<file path="src/verilog/ttc_pkg.sv">
/*
 * Constants for the tone transmit control block: register bit positions,
 * port address codes, reset values and burst timing.
 * Assumes a 125 MHz system clock.
 */
package ttc_pkg;
    // Second control register bit positions.
    localparam int CRB_BURST_N = 0;
    localparam int CRB_TEST = 1;
    localparam int CRB_SINGLE = 2;
    localparam int CRB_COLUMN = 3;
    // First control register bit positions.
    localparam int CRA_TONE_ON = 0;
    localparam int CRA_CALL_MODE = 1;
    localparam int CRA_IRQ_EN = 2;
    localparam int CRA_ROUTE = 3;
    // Status register bit positions.
    localparam int STAT_IRQ = 0;
    localparam int STAT_TX_EMPTY = 1;
    // Register-select pin codes.
    localparam logic ADDR_DATA = 1'h0;
    localparam logic ADDR_CTRL = 1'h1;
    // Reset values.
    localparam logic [3:0] CRA_RESET = 4'h0;
    localparam logic [3:0] CRB_RESET = 4'h0;
    // Burst and pause length in DTMF mode, milliseconds.
    localparam int BURST_MS = 51;
    localparam int CLK_KHZ = 125000;
    localparam int BURST_CYCLES = BURST_MS * CLK_KHZ;
endpackage

</file>
<file path="src/verilog/ttc_tone_transmit_control.sv">
/*
 * Control registers, status flags and transmit burst sequencing of a
 * tone transceiver, written by a host over a 4-bit parallel port.
 * Assumes the host strobes are synchronous to clk; the steering input
 * arrives from another domain and is resynchronised here.
 */
// Summary of operation
// RULE1: Burst bit zero selects timed burst mode.
// RULE2: Digit write starts burst, equal pause follows.
// RULE3: After pause, flag empty and interrupt.
// RULE4: Call-progress plus burst doubles burst and pause.
// RULE5: Burst bit one: tones while host enables.
// RULE6: Test bit drives pin with inverted steering.
// RULE7: Host selects DTMF mode before test mode.
// RULE8: Single bit clear gives row plus column.
// RULE9: Single bit set gives one group only.
// RULE10: Column bit zero row, one column.
// RULE11: Route bit sends next control write second.
// RULE12: Ready interrupt only when interrupt enabled.
// RULE13: Empty flag: set on pause end, cleared.
`timescale 1ns/1ps
module ttc_tone_transmit_control
    import ttc_pkg::*;
#(
    parameter int BurstCycles = BURST_CYCLES
) (
    input wire logic clk,
    input wire logic rstn,
    input wire logic writeStb,
    input wire logic readStb,
    input wire logic regSel,
    input wire logic [3:0] wrData,
    input wire logic steeringIn,
    output logic [3:0] rdData,
    output logic [3:0] toneCode,
    output logic rowToneOn,
    output logic colToneOn,
    output logic interruptToneOutN,
    output logic interruptToneOe,
    output logic [3:0] controlRegFirst,
    output logic [3:0] controlRegSecond
);
    typedef enum logic [1:0] {TTC_IDLE, TTC_BURST, TTC_PAUSE} ttc_state_t;

    // Sized for the doubled call-progress length so the counter cannot wrap.
    localparam int CntW = $clog2(2 * BurstCycles + 1);

    ttc_state_t state_reg, state_next;
    logic [CntW-1:0] cnt_reg, cnt_next;
    logic [3:0] cra_reg, cra_next;
    logic [3:0] crb_reg, crb_next;
    logic route_reg, route_next;
    logic [3:0] code_reg, code_next;
    logic empty_reg, empty_next;
    logic [2:0] steerSync_reg;
    logic [2:0] steerSync_next;
    logic steer_reg, steer_next;
    logic [3:0] rdData_next;
    logic rowOn_next, colOn_next;
    logic pinLow_next;
    logic burstMode, callMode, toneEnable, pauseDone;
    logic [CntW-1:0] burstLen;

    // One decode of a host access, shared by the registers, the sequencer and the flag.
    function automatic logic host_access(input logic stb, input logic sel, input logic code);
        return stb && (sel == code);
    endfunction

    assign burstMode = ~crb_reg[CRB_BURST_N]; // RULE1
    assign callMode = cra_reg[CRA_CALL_MODE];
    // Doubling in call-progress mode keeps the burst and pause equal.
    assign burstLen = callMode ? CntW'(2 * BurstCycles) : CntW'(BurstCycles); // RULE4
    assign pauseDone = (state_reg == TTC_PAUSE) && (cnt_reg == CntW'(1));

    // Control registers and the route toggle.
    always_comb begin
        cra_next = cra_reg;
        crb_next = crb_reg;
        route_next = route_reg;
        code_next = code_reg;
        if (host_access(writeStb, regSel, ADDR_CTRL)) begin
            // Only the next control write after a route bit is steered to the second register.
            if (route_reg) begin
                crb_next = wrData; // RULE11
                route_next = 1'b0; // RULE11
            end else begin
                cra_next = wrData;
                route_next = wrData[CRA_ROUTE]; // RULE11
            end
        end
        if (host_access(writeStb, regSel, ADDR_DATA)) begin
            code_next = wrData;
        end
    end

    // Burst sequencer and transmit-empty flag.
    always_comb begin
        state_next = state_reg;
        cnt_next = cnt_reg;
        empty_next = empty_reg;
        unique case (state_reg)
            TTC_IDLE: begin
                // Only an idle sequencer starts a burst; a digit written during a burst or pause changes the code but starts none.
                if (burstMode && host_access(writeStb, regSel, ADDR_DATA)) begin
                    state_next = TTC_BURST; // RULE2
                    cnt_next = burstLen;
                end
            end
            TTC_BURST: begin
                if (cnt_reg == CntW'(1)) begin
                    state_next = TTC_PAUSE; // RULE2
                    cnt_next = burstLen;
                end else begin
                    cnt_next = cnt_reg - CntW'(1);
                end
            end
            TTC_PAUSE: begin
                if (pauseDone) begin
                    state_next = TTC_IDLE;
                end else begin
                    cnt_next = cnt_reg - CntW'(1);
                end
            end
            default: begin
                state_next = TTC_IDLE;
                cnt_next = '0;
            end
        endcase
        // A pause end beats a status read in the same cycle, so no ready event is lost.
        if (!burstMode) begin
            state_next = TTC_IDLE; // RULE5
            empty_next = 1'b0; // RULE13
        end else if (pauseDone) begin
            empty_next = 1'b1; // RULE3 RULE13
        end else if (host_access(readStb, regSel, ADDR_CTRL)) begin
            empty_next = 1'b0; // RULE13
        end
    end

    // Tone outputs, pin and read data.
    always_comb begin
        steerSync_next = {steerSync_reg[1:0], steeringIn};
        steer_next = steer_reg;
        // The pin is only trusted once two later stages agree.
        if (steerSync_reg[1] == steerSync_reg[2]) begin
            steer_next = steerSync_reg[2];
        end
        // Tones follow the register copies by one cycle; a burst starts on the write edge itself.
        toneEnable = cra_reg[CRA_TONE_ON] && (burstMode ? (state_next == TTC_BURST) : 1'b1); // RULE2 RULE5
        rowOn_next = toneEnable && (!crb_reg[CRB_SINGLE] || !crb_reg[CRB_COLUMN]); // RULE8 RULE9 RULE10
        colOn_next = toneEnable && (!crb_reg[CRB_SINGLE] || crb_reg[CRB_COLUMN]); // RULE8 RULE9 RULE10
        // Test mode only takes effect while DTMF mode is selected.
        if (crb_reg[CRB_TEST] && !callMode) begin
            pinLow_next = steer_next; // RULE6 RULE7
        end else begin
            pinLow_next = cra_reg[CRA_IRQ_EN] && burstMode && empty_next; // RULE3 RULE12
        end
        // The interrupt bit mirrors the empty flag, the only interrupt source here.
        rdData_next = 4'h0;
        if (regSel == ADDR_CTRL) begin
            rdData_next[STAT_TX_EMPTY] = empty_reg;
            rdData_next[STAT_IRQ] = empty_reg;
        end
    end

    // Control registers, route toggle and digit code.
    always_ff @(posedge clk) begin
        if (!rstn) begin
            cra_reg <= CRA_RESET;
            crb_reg <= CRB_RESET;
            route_reg <= 1'b0;
            code_reg <= 4'h0;
        end else begin
            cra_reg <= cra_next;
            crb_reg <= crb_next;
            route_reg <= route_next;
            code_reg <= code_next;
        end
    end

    // Sequencer state, length counter and empty flag.
    always_ff @(posedge clk) begin
        if (!rstn) begin
            state_reg <= TTC_IDLE;
            cnt_reg <= '0;
            empty_reg <= 1'b0;
        end else begin
            state_reg <= state_next;
            cnt_reg <= cnt_next;
            empty_reg <= empty_next;
        end
    end

    // Steering synchroniser and registered outputs.
    // Open-drain pin: the level stays low and only the enable moves.
    always_ff @(posedge clk) begin
        if (!rstn) begin
            steerSync_reg <= 3'h0;
            steer_reg <= 1'b0;
            rdData <= 4'h0;
            toneCode <= 4'h0;
            rowToneOn <= 1'b0;
            colToneOn <= 1'b0;
            interruptToneOutN <= 1'b0;
            interruptToneOe <= 1'b0;
            controlRegFirst <= CRA_RESET;
            controlRegSecond <= CRB_RESET;
        end else begin
            steerSync_reg <= steerSync_next;
            steer_reg <= steer_next;
            rdData <= rdData_next;
            toneCode <= code_next;
            rowToneOn <= rowOn_next;
            colToneOn <= colOn_next;
            interruptToneOutN <= 1'b0;
            interruptToneOe <= pinLow_next;
            controlRegFirst <= cra_next;
            controlRegSecond <= crb_next;
        end
    end
endmodule

</file>
<file path="config.mk">
export PLATFORM = sky130hd
export DESIGN_NAME = ttc_tone_transmit_control
export DESIGN_NICKNAME = d
export VERILOG_FILES = /design/src/verilog/ttc_pkg.sv /design/src/verilog/ttc_tone_transmit_control.sv
export SDC_FILE = /design/constraint.sdc
export NUM_CORES = 1
export LEC_CHECK = 0
export BUFFER_PORTS_ARGS = -buffer_cell sky130_fd_sc_hd__buf_2
export CORE_ASPECT_RATIO = 1.4
export CORE_UTILIZATION = 41
export CTS_BUF_LIST = sky130_fd_sc_hd__clkbuf_8
export CTS_CLUSTER_SIZE = 24
export DETAILED_ROUTE_END_ITERATION = 6
export HOLD_SLACK_MARGIN = 0.12
export SLEW_MARGIN = 20
export SYNTH_ARGS = -nofsm -noshare
export SYNTH_HDL_FRONTEND = slang
export SYNTH_SLANG_ARGS = --single-unit
</file>
<file path="constraint.sdc">
create_clock -name clk -period 2.5 [get_ports clk]
set_input_delay 0.125 -clock clk [delete_from_list [all_inputs] [get_ports clk]]
set_output_delay 0.125 -clock clk [all_outputs]
set_load 0.02 [all_outputs]
</file>
==> qor.txt, run 1 <==
overall routing resource usage = 0.243
EDFF count, synth = 0
Layout area overhead = 17.5%
Sw Ratio = 0.348
Worst slew margin = 0.601
root buffer cell = clkbuf_8
I/O Buffers = 26
crit end category = register
worst slew pin tran = 0.599 ns
Sequential Power Share = 0.448
Clock Power Share = 0.271
synthesized cell area = 0.00250 sq mm
1st-iter DRT viols = 155
max-cap viol count = 0
area of the multi-input gates = 0.00144 sq mm
FMAX = 421 MHz
internal power = 1.27 mW
Area after DPL = 0.00278 sq mm
Tmin final = 2.38 ns
Avg Cell Area, Syn = 8.40 sq um
Worst path max stage delay = 0.60 ns
combinational fraction of design power = 0.281
Die ar. = 0.00642 sq mm
die height = 94.4 microns
Worst Setup Start Kind = register
Inserted Clock Buffers = 5
endpoint arrival time on the critical path = 2.62 ns
GPL Wtd Cong = 0.992
PwrDens = 662 mW/mm^2
Initial Util = 0.427
Hold Vio Cnt, Final = 0
clock-pin transition on the worst setup and hold timing paths = 0.10 ns
Worst Clk Skew = 0.00532 ns
fin util = 0.502
CP required = 2.74 ns
Fin Setup TNS = 0 ns
RSZ-0062 raised after global routing = no
CP max FO = 10
Cells after DPL = 399
drt first pass iters = 4
DR WL/cell = 17.0 microns
CP most frequent cell = or3_1
CTS tree = built
DP HPWL = 5.10 mm
CP Cell Sequence = or3_1, or3_1, or4_4, o21ai_2, buf_4, a22oi_1, a21oi_2
register area = 961 sq um
worst setup path class = reg -> reg
Psw = 0.677 mW
ANT nets after route = 0
sequential-to-total area share from yosys stat = 0.384
grt ovf = 0
synth warn = 0
Post-Layout Cell Count = 413
Hold Crit Class = in -> reg
clk_lat worst skew = 0.31 ns
die width = 68.0 microns
VDD IR max = 0.281 mV
max-slew violation count = 0
std cell rows = 33
Min Hold Slack = 0.190 ns
final instance area = 0.00294 sq mm
share of layout cells above drive strength 1 = 0.198
Inserted Diodes = 0
final wirelength = 7.04 mm
largest net degree at the start of global routing = 17
num ports = 30
Final WS setup = 0.124 ns
fin nets = 354
pre-CTS WS = 0.109 ns
fin crit share = 0.951
Final setup viols = 0
cell count after synthesis = 298
status = completed
fillers = 564
via count = 2404
Via-to-Cell Ratio = 5.82
P_leak = 1.24 nW
Synth cell types = 56
htree depth = 2
Largest register FFs = 24
CTS max path bufs = 2
synthesis-stage register bit count = 48
asr flop ratio synth = 0
clk sinks = 48
Residual DRC = 0
post-CTS setup buffers = 0
vias in the first global route = 2345
initial antenna violation count = 0
CP delay by family, top = simple AND/OR/NAND/NOR gates
Tot Pwr = 1.95 mW
Buf/Inv on CP = 1
CP max stage cell = or4_4
Post-synth top flop = dfxtp_1
placeable core region = 0.00586 sq mm
first-pass GRT wire length = 11.4 mm
[cell usage after synthesis, types with 2 or more instances]
| master | n | area [sq um] |
|---|---|---|
| nor2b_1 | 5 | 31.3 |
| a21oi_1 | 26 | 130 |
| nor2_1 | 31 | 116 |
| or3_1 | 8 | 50.1 |
| nand4_1 | 2 | 12.5 |
| and3_1 | 3 | 18.8 |
| o21a_1 | 2 | 15.0 |
| and2_1 | 3 | 18.8 |
| nand2b_1 | 7 | 43.8 |
| a211oi_1 | 2 | 15.0 |
| nor3_1 | 10 | 50.1 |
| nand2_1 | 20 | 75.1 |
| nor4_2 | 3 | 37.5 |
| inv_1 | 3 | 11.3 |
| buf_4 | 4 | 30.0 |
| ha_1 | 2 | 25.0 |
| or2_2 | 2 | 12.5 |
| nor4_1 | 5 | 31.3 |
| dfxtp_1 | 48 | 961 |
| nand3_1 | 8 | 40.0 |
| a31oi_1 | 6 | 37.5 |
| xnor2_1 | 5 | 43.8 |
| mux2i_1 | 9 | 90.1 |
| or4_1 | 7 | 52.6 |
| o211ai_1 | 7 | 52.6 |
| a21oi_2 | 3 | 26.3 |
| buf_6 | 3 | 33.8 |
| xor2_1 | 8 | 70.1 |
| o21ai_0 | 15 | 75.1 |
| o31ai_1 | 3 | 22.5 |
| o21ai_1 | 3 | 15.0 |
| o22ai_1 | 2 | 12.5 |
| a22oi_1 | 2 | 15.0 |
| clkbuf_1 | 9 | 33.8 |
[path summary, 6_finish.rpt]
kind / cells past startpoint / endpoint / start / slack (ns)
setup reg to reg: 7 / cnt_reg[15] / cnt_reg[18] / 0.12
hold / removal: 4 / empty_reg / readStb / 0.19
setup / recovery: 7 / cnt_reg[15] / cnt_reg[18] / 0.12
hold reg to reg: 1 / steerSync_reg[1] / steerSync_reg[0] / 0.45
[worst reg2reg max path, delay by kind of cell (launching register included)]
family          cells  cell delay [ns]
compound gates      3             0.43
buf+inv             1             0.18
flops               1             0.35
simple gates        3             1.35
[cell families after synthesis]
kind of cell,count (synthesis),synth area share
compound gates,83,0.215
xor+xnor,13,0.0455
other cells,1,0.00150
simple gates,121,0.261
flops,48,0.384
fa+ha+maj,2,0.0100
mux,9,0.0360
buf+inv,21,0.0465
[routing by layer]
layer | GRT usage | wire [microns]
met5 | 0 | 0
met2 | 0.400 | 3430
met1 | 0.263 | 2790
met4 | 0.184 | 476
met3 | 0.0495 | 337
[placed cells by master (no fill, tap or decap), drive strengths merged, types with 8 or more instances in the layout]
cell | netlist | final
a21oi | 29 | 29
dfxtp | 48 | 48
nand2 | 20 | 20
buf | 8 | 46
mux2i | 9 | 9
or3 | 8 | 8
xor2 | 8 | 8
o211ai | 8 | 8
nand3 | 8 | 8
or4 | 8 | 8
nor4 | 8 | 8
nor2 | 31 | 31
o21ai | 19 | 19
nor3 | 10 | 10
[repair_timing]
item                       in CTS  in global routing
resized for setup               0                  1
hold buffers                    6                  0
setup endpoints to repair       0                  4
hold endpoints to repair       14                  0
[power groups by stage]
stage               registers (mW)  clock network [mW]  logic, mW
global route                 0.882               0.562      0.598
finish                       0.872               0.528      0.547
floorplan                    0.875                   0      0.357
global placement             0.888                   0      0.528
CTS                          0.871               0.537      0.540
detailed placement           0.888                   0      0.529
[cell type report]
class	count	area share
multi-input combinational	231	0.489
tap	70	0.0298
inverter	4	0.00510
timing repair buffer	52	0.116
clock buffer	6	0.0281
sequential	48	0.327
clock inverter	2	0.00595
No activity file was read; power rests on OpenSTA's default activity.
==> inputs of run 2 (changes only) <==
Settings changed: CORE_ASPECT_RATIO 1.4 to 1.5.
==> run 2 against run 1 <==
Non-clock buffer count grew 5. Sequential cell count is the same. Clock-buffer cell count is the same. Power grew 1.2%. Sequential share of layout area shrank 0.64 points. Final area grew 2.1%. Global-route usage shrank 1.1 points. First-iteration DRC count shrank 8.4%. Final cell count grew 1.7%. Via count grew 1.9%.
==> qor.txt, run 2 (same netlist as run 1, synthesis figures left out) <==
Die ar. = 0.00643 sq mm
initial antenna violation count = 0
CP required = 2.71 ns
status = completed
placeable core region = 0.00583 sq mm
DP HPWL = 5.15 mm
I/O Buffers = 26
fin crit share = 0.965
CP delay by family, top = simple AND/OR/NAND/NOR gates
Fin Setup TNS = 0 ns
worst setup path class = reg -> reg
drt first pass iters = 4
VDD IR max = 0.326 mV
clk_lat worst skew = 0.31 ns
die height = 97.7 microns
fin util = 0.515
ANT nets after route = 0
max-cap viol count = 0
die width = 65.8 microns
largest net degree at the start of global routing = 19
most frequent cells in the layout = 47 x dfxtp_1, 31 x nor2_1, 26 x a21oi_1, 26 x buf_2, 24 x buf_4
Inserted Diodes = 0
most common cell after layout, fill and taps aside = dfxtp_1
via count = 2450
Largest register FFs = 24
CP max stage cell = or4_4
final wirelength = 7.06 mm
CTS max path bufs = 2
endpoint arrival time on the critical path = 2.62 ns
std cell rows = 34
P_leak = 1.26 nW
Worst path max stage delay = 0.65 ns
Layout area overhead = 20.0%
CTS tree = built
crit end category = register
num ports = 30
max-slew violation count = 0
fillers = 536
DR WL/cell = 16.8 microns
Residual DRC = 0
grt ovf = 0
root buffer cell = clkbuf_8
Initial Util = 0.429
Worst Setup Start Kind = register
CP most frequent cell = or3_4
Buf/Inv on CP = 0
clock-pin transition on the worst setup and hold timing paths = 0.10 ns
Hold Crit Class = in -> reg
htree depth = 2
Via-to-Cell Ratio = 5.83
Hold Vio Cnt, Final = 0
CP Cell Sequence = or3_4, or3_4, or4_4, o21ai_0, a2bb2oi_1, nor2_1
GPL Wtd Cong = 0.944
CP max FO = 10
Inserted Clock Buffers = 5
vias in the first global route = 2334
clk sinks = 48
Final setup viols = 0
overall routing resource usage = 0.232
1st-iter DRT viols = 142
fin nets = 359
Tmin final = 2.41 ns
FMAX = 415 MHz
PwrDens = 656 mW/mm^2
first-pass GRT wire length = 11.4 mm
worst slew pin tran = 0.643 ns
Worst Clk Skew = 0.00475 ns
RSZ-0062 raised after global routing = no
share of layout cells above drive strength 1 = 0.218
Worst slew margin = 0.572
run 2: worst register-to-register path, stage by stage (launching register included):
cell	delay, ns
dfxtp_2	0.34
or3_4	0.38
or3_4	0.39
or4_4	0.65
o21ai_0	0.28
a2bb2oi_1	0.22
nor2_1	0.05
run 2: path summary, 6_finish.rpt:
check                                        end  cells past startpoint  slack, ns              from
worst min register to register  steerSync_reg[1]                      1       0.45  steerSync_reg[0]
worst max-delay path                  cnt_reg[1]                      6       0.09       cnt_reg[18]
worst max register to register        cnt_reg[1]                      6       0.09       cnt_reg[18]
worst min-delay path                   empty_reg                      4       0.19           readStb
run 2: metrics by stage:
stage	setup slack (ns)	instance area (sq um)	total power [mW]	hold WS, ns	instances
floorplan	0.194	2510	1.23	0.252	300
global placement	0.0343	2760	1.40	0.336	399
detailed placement	0.00255	2760	1.40	0.339	399
CTS	0.00858	2920	1.93	0.184	413
global route	0.0190	3000	2.06	0.227	420
finish	0.0876	3000	1.97	0.190	420
run 2: where the power goes:
part | total (mW) | switching (mW) | internal, mW
Sequential | 0.871 | 0.0588 | 0.812
Clock | 0.526 | 0.294 | 0.232
Combinational | 0.572 | 0.326 | 0.247
Total | 1.97 | 0.679 | 1.29
run 2: what timing repair did:
action	in CTS	in global routing
pin swaps	1	6
endpoints found under the setup margin	1	22
resized for setup	0	6
buffers inserted	0	8
hold buffers	6	0
hold endpoints to repair	15	0
run 2: layout make-up:
cell class / instances / area (sq um) / share of cell area
well taps: 72 / 90.1 / 0.0300
clock inverters: 2 / 17.5 / 0.00583
flip-flops and latches: 48 / 962 / 0.320
clock buffers: 6 / 82.6 / 0.0275
multi-input cells: 231 / 1460 / 0.484
repair buffers: 57 / 382 / 0.127
inverters: 4 / 15.0 / 0.00500
run 2: layer usage:
metal / global-route usage / part of all wire / up-vias
met1: 0.266 / 0.39 / 1135
met4: 0.145 / 0.053 / 0
met5: 0 / 0 / -
met3: 0.0399 / 0.056 / 26
met2: 0.384 / 0.51 / 110
li1: - / - / 1179
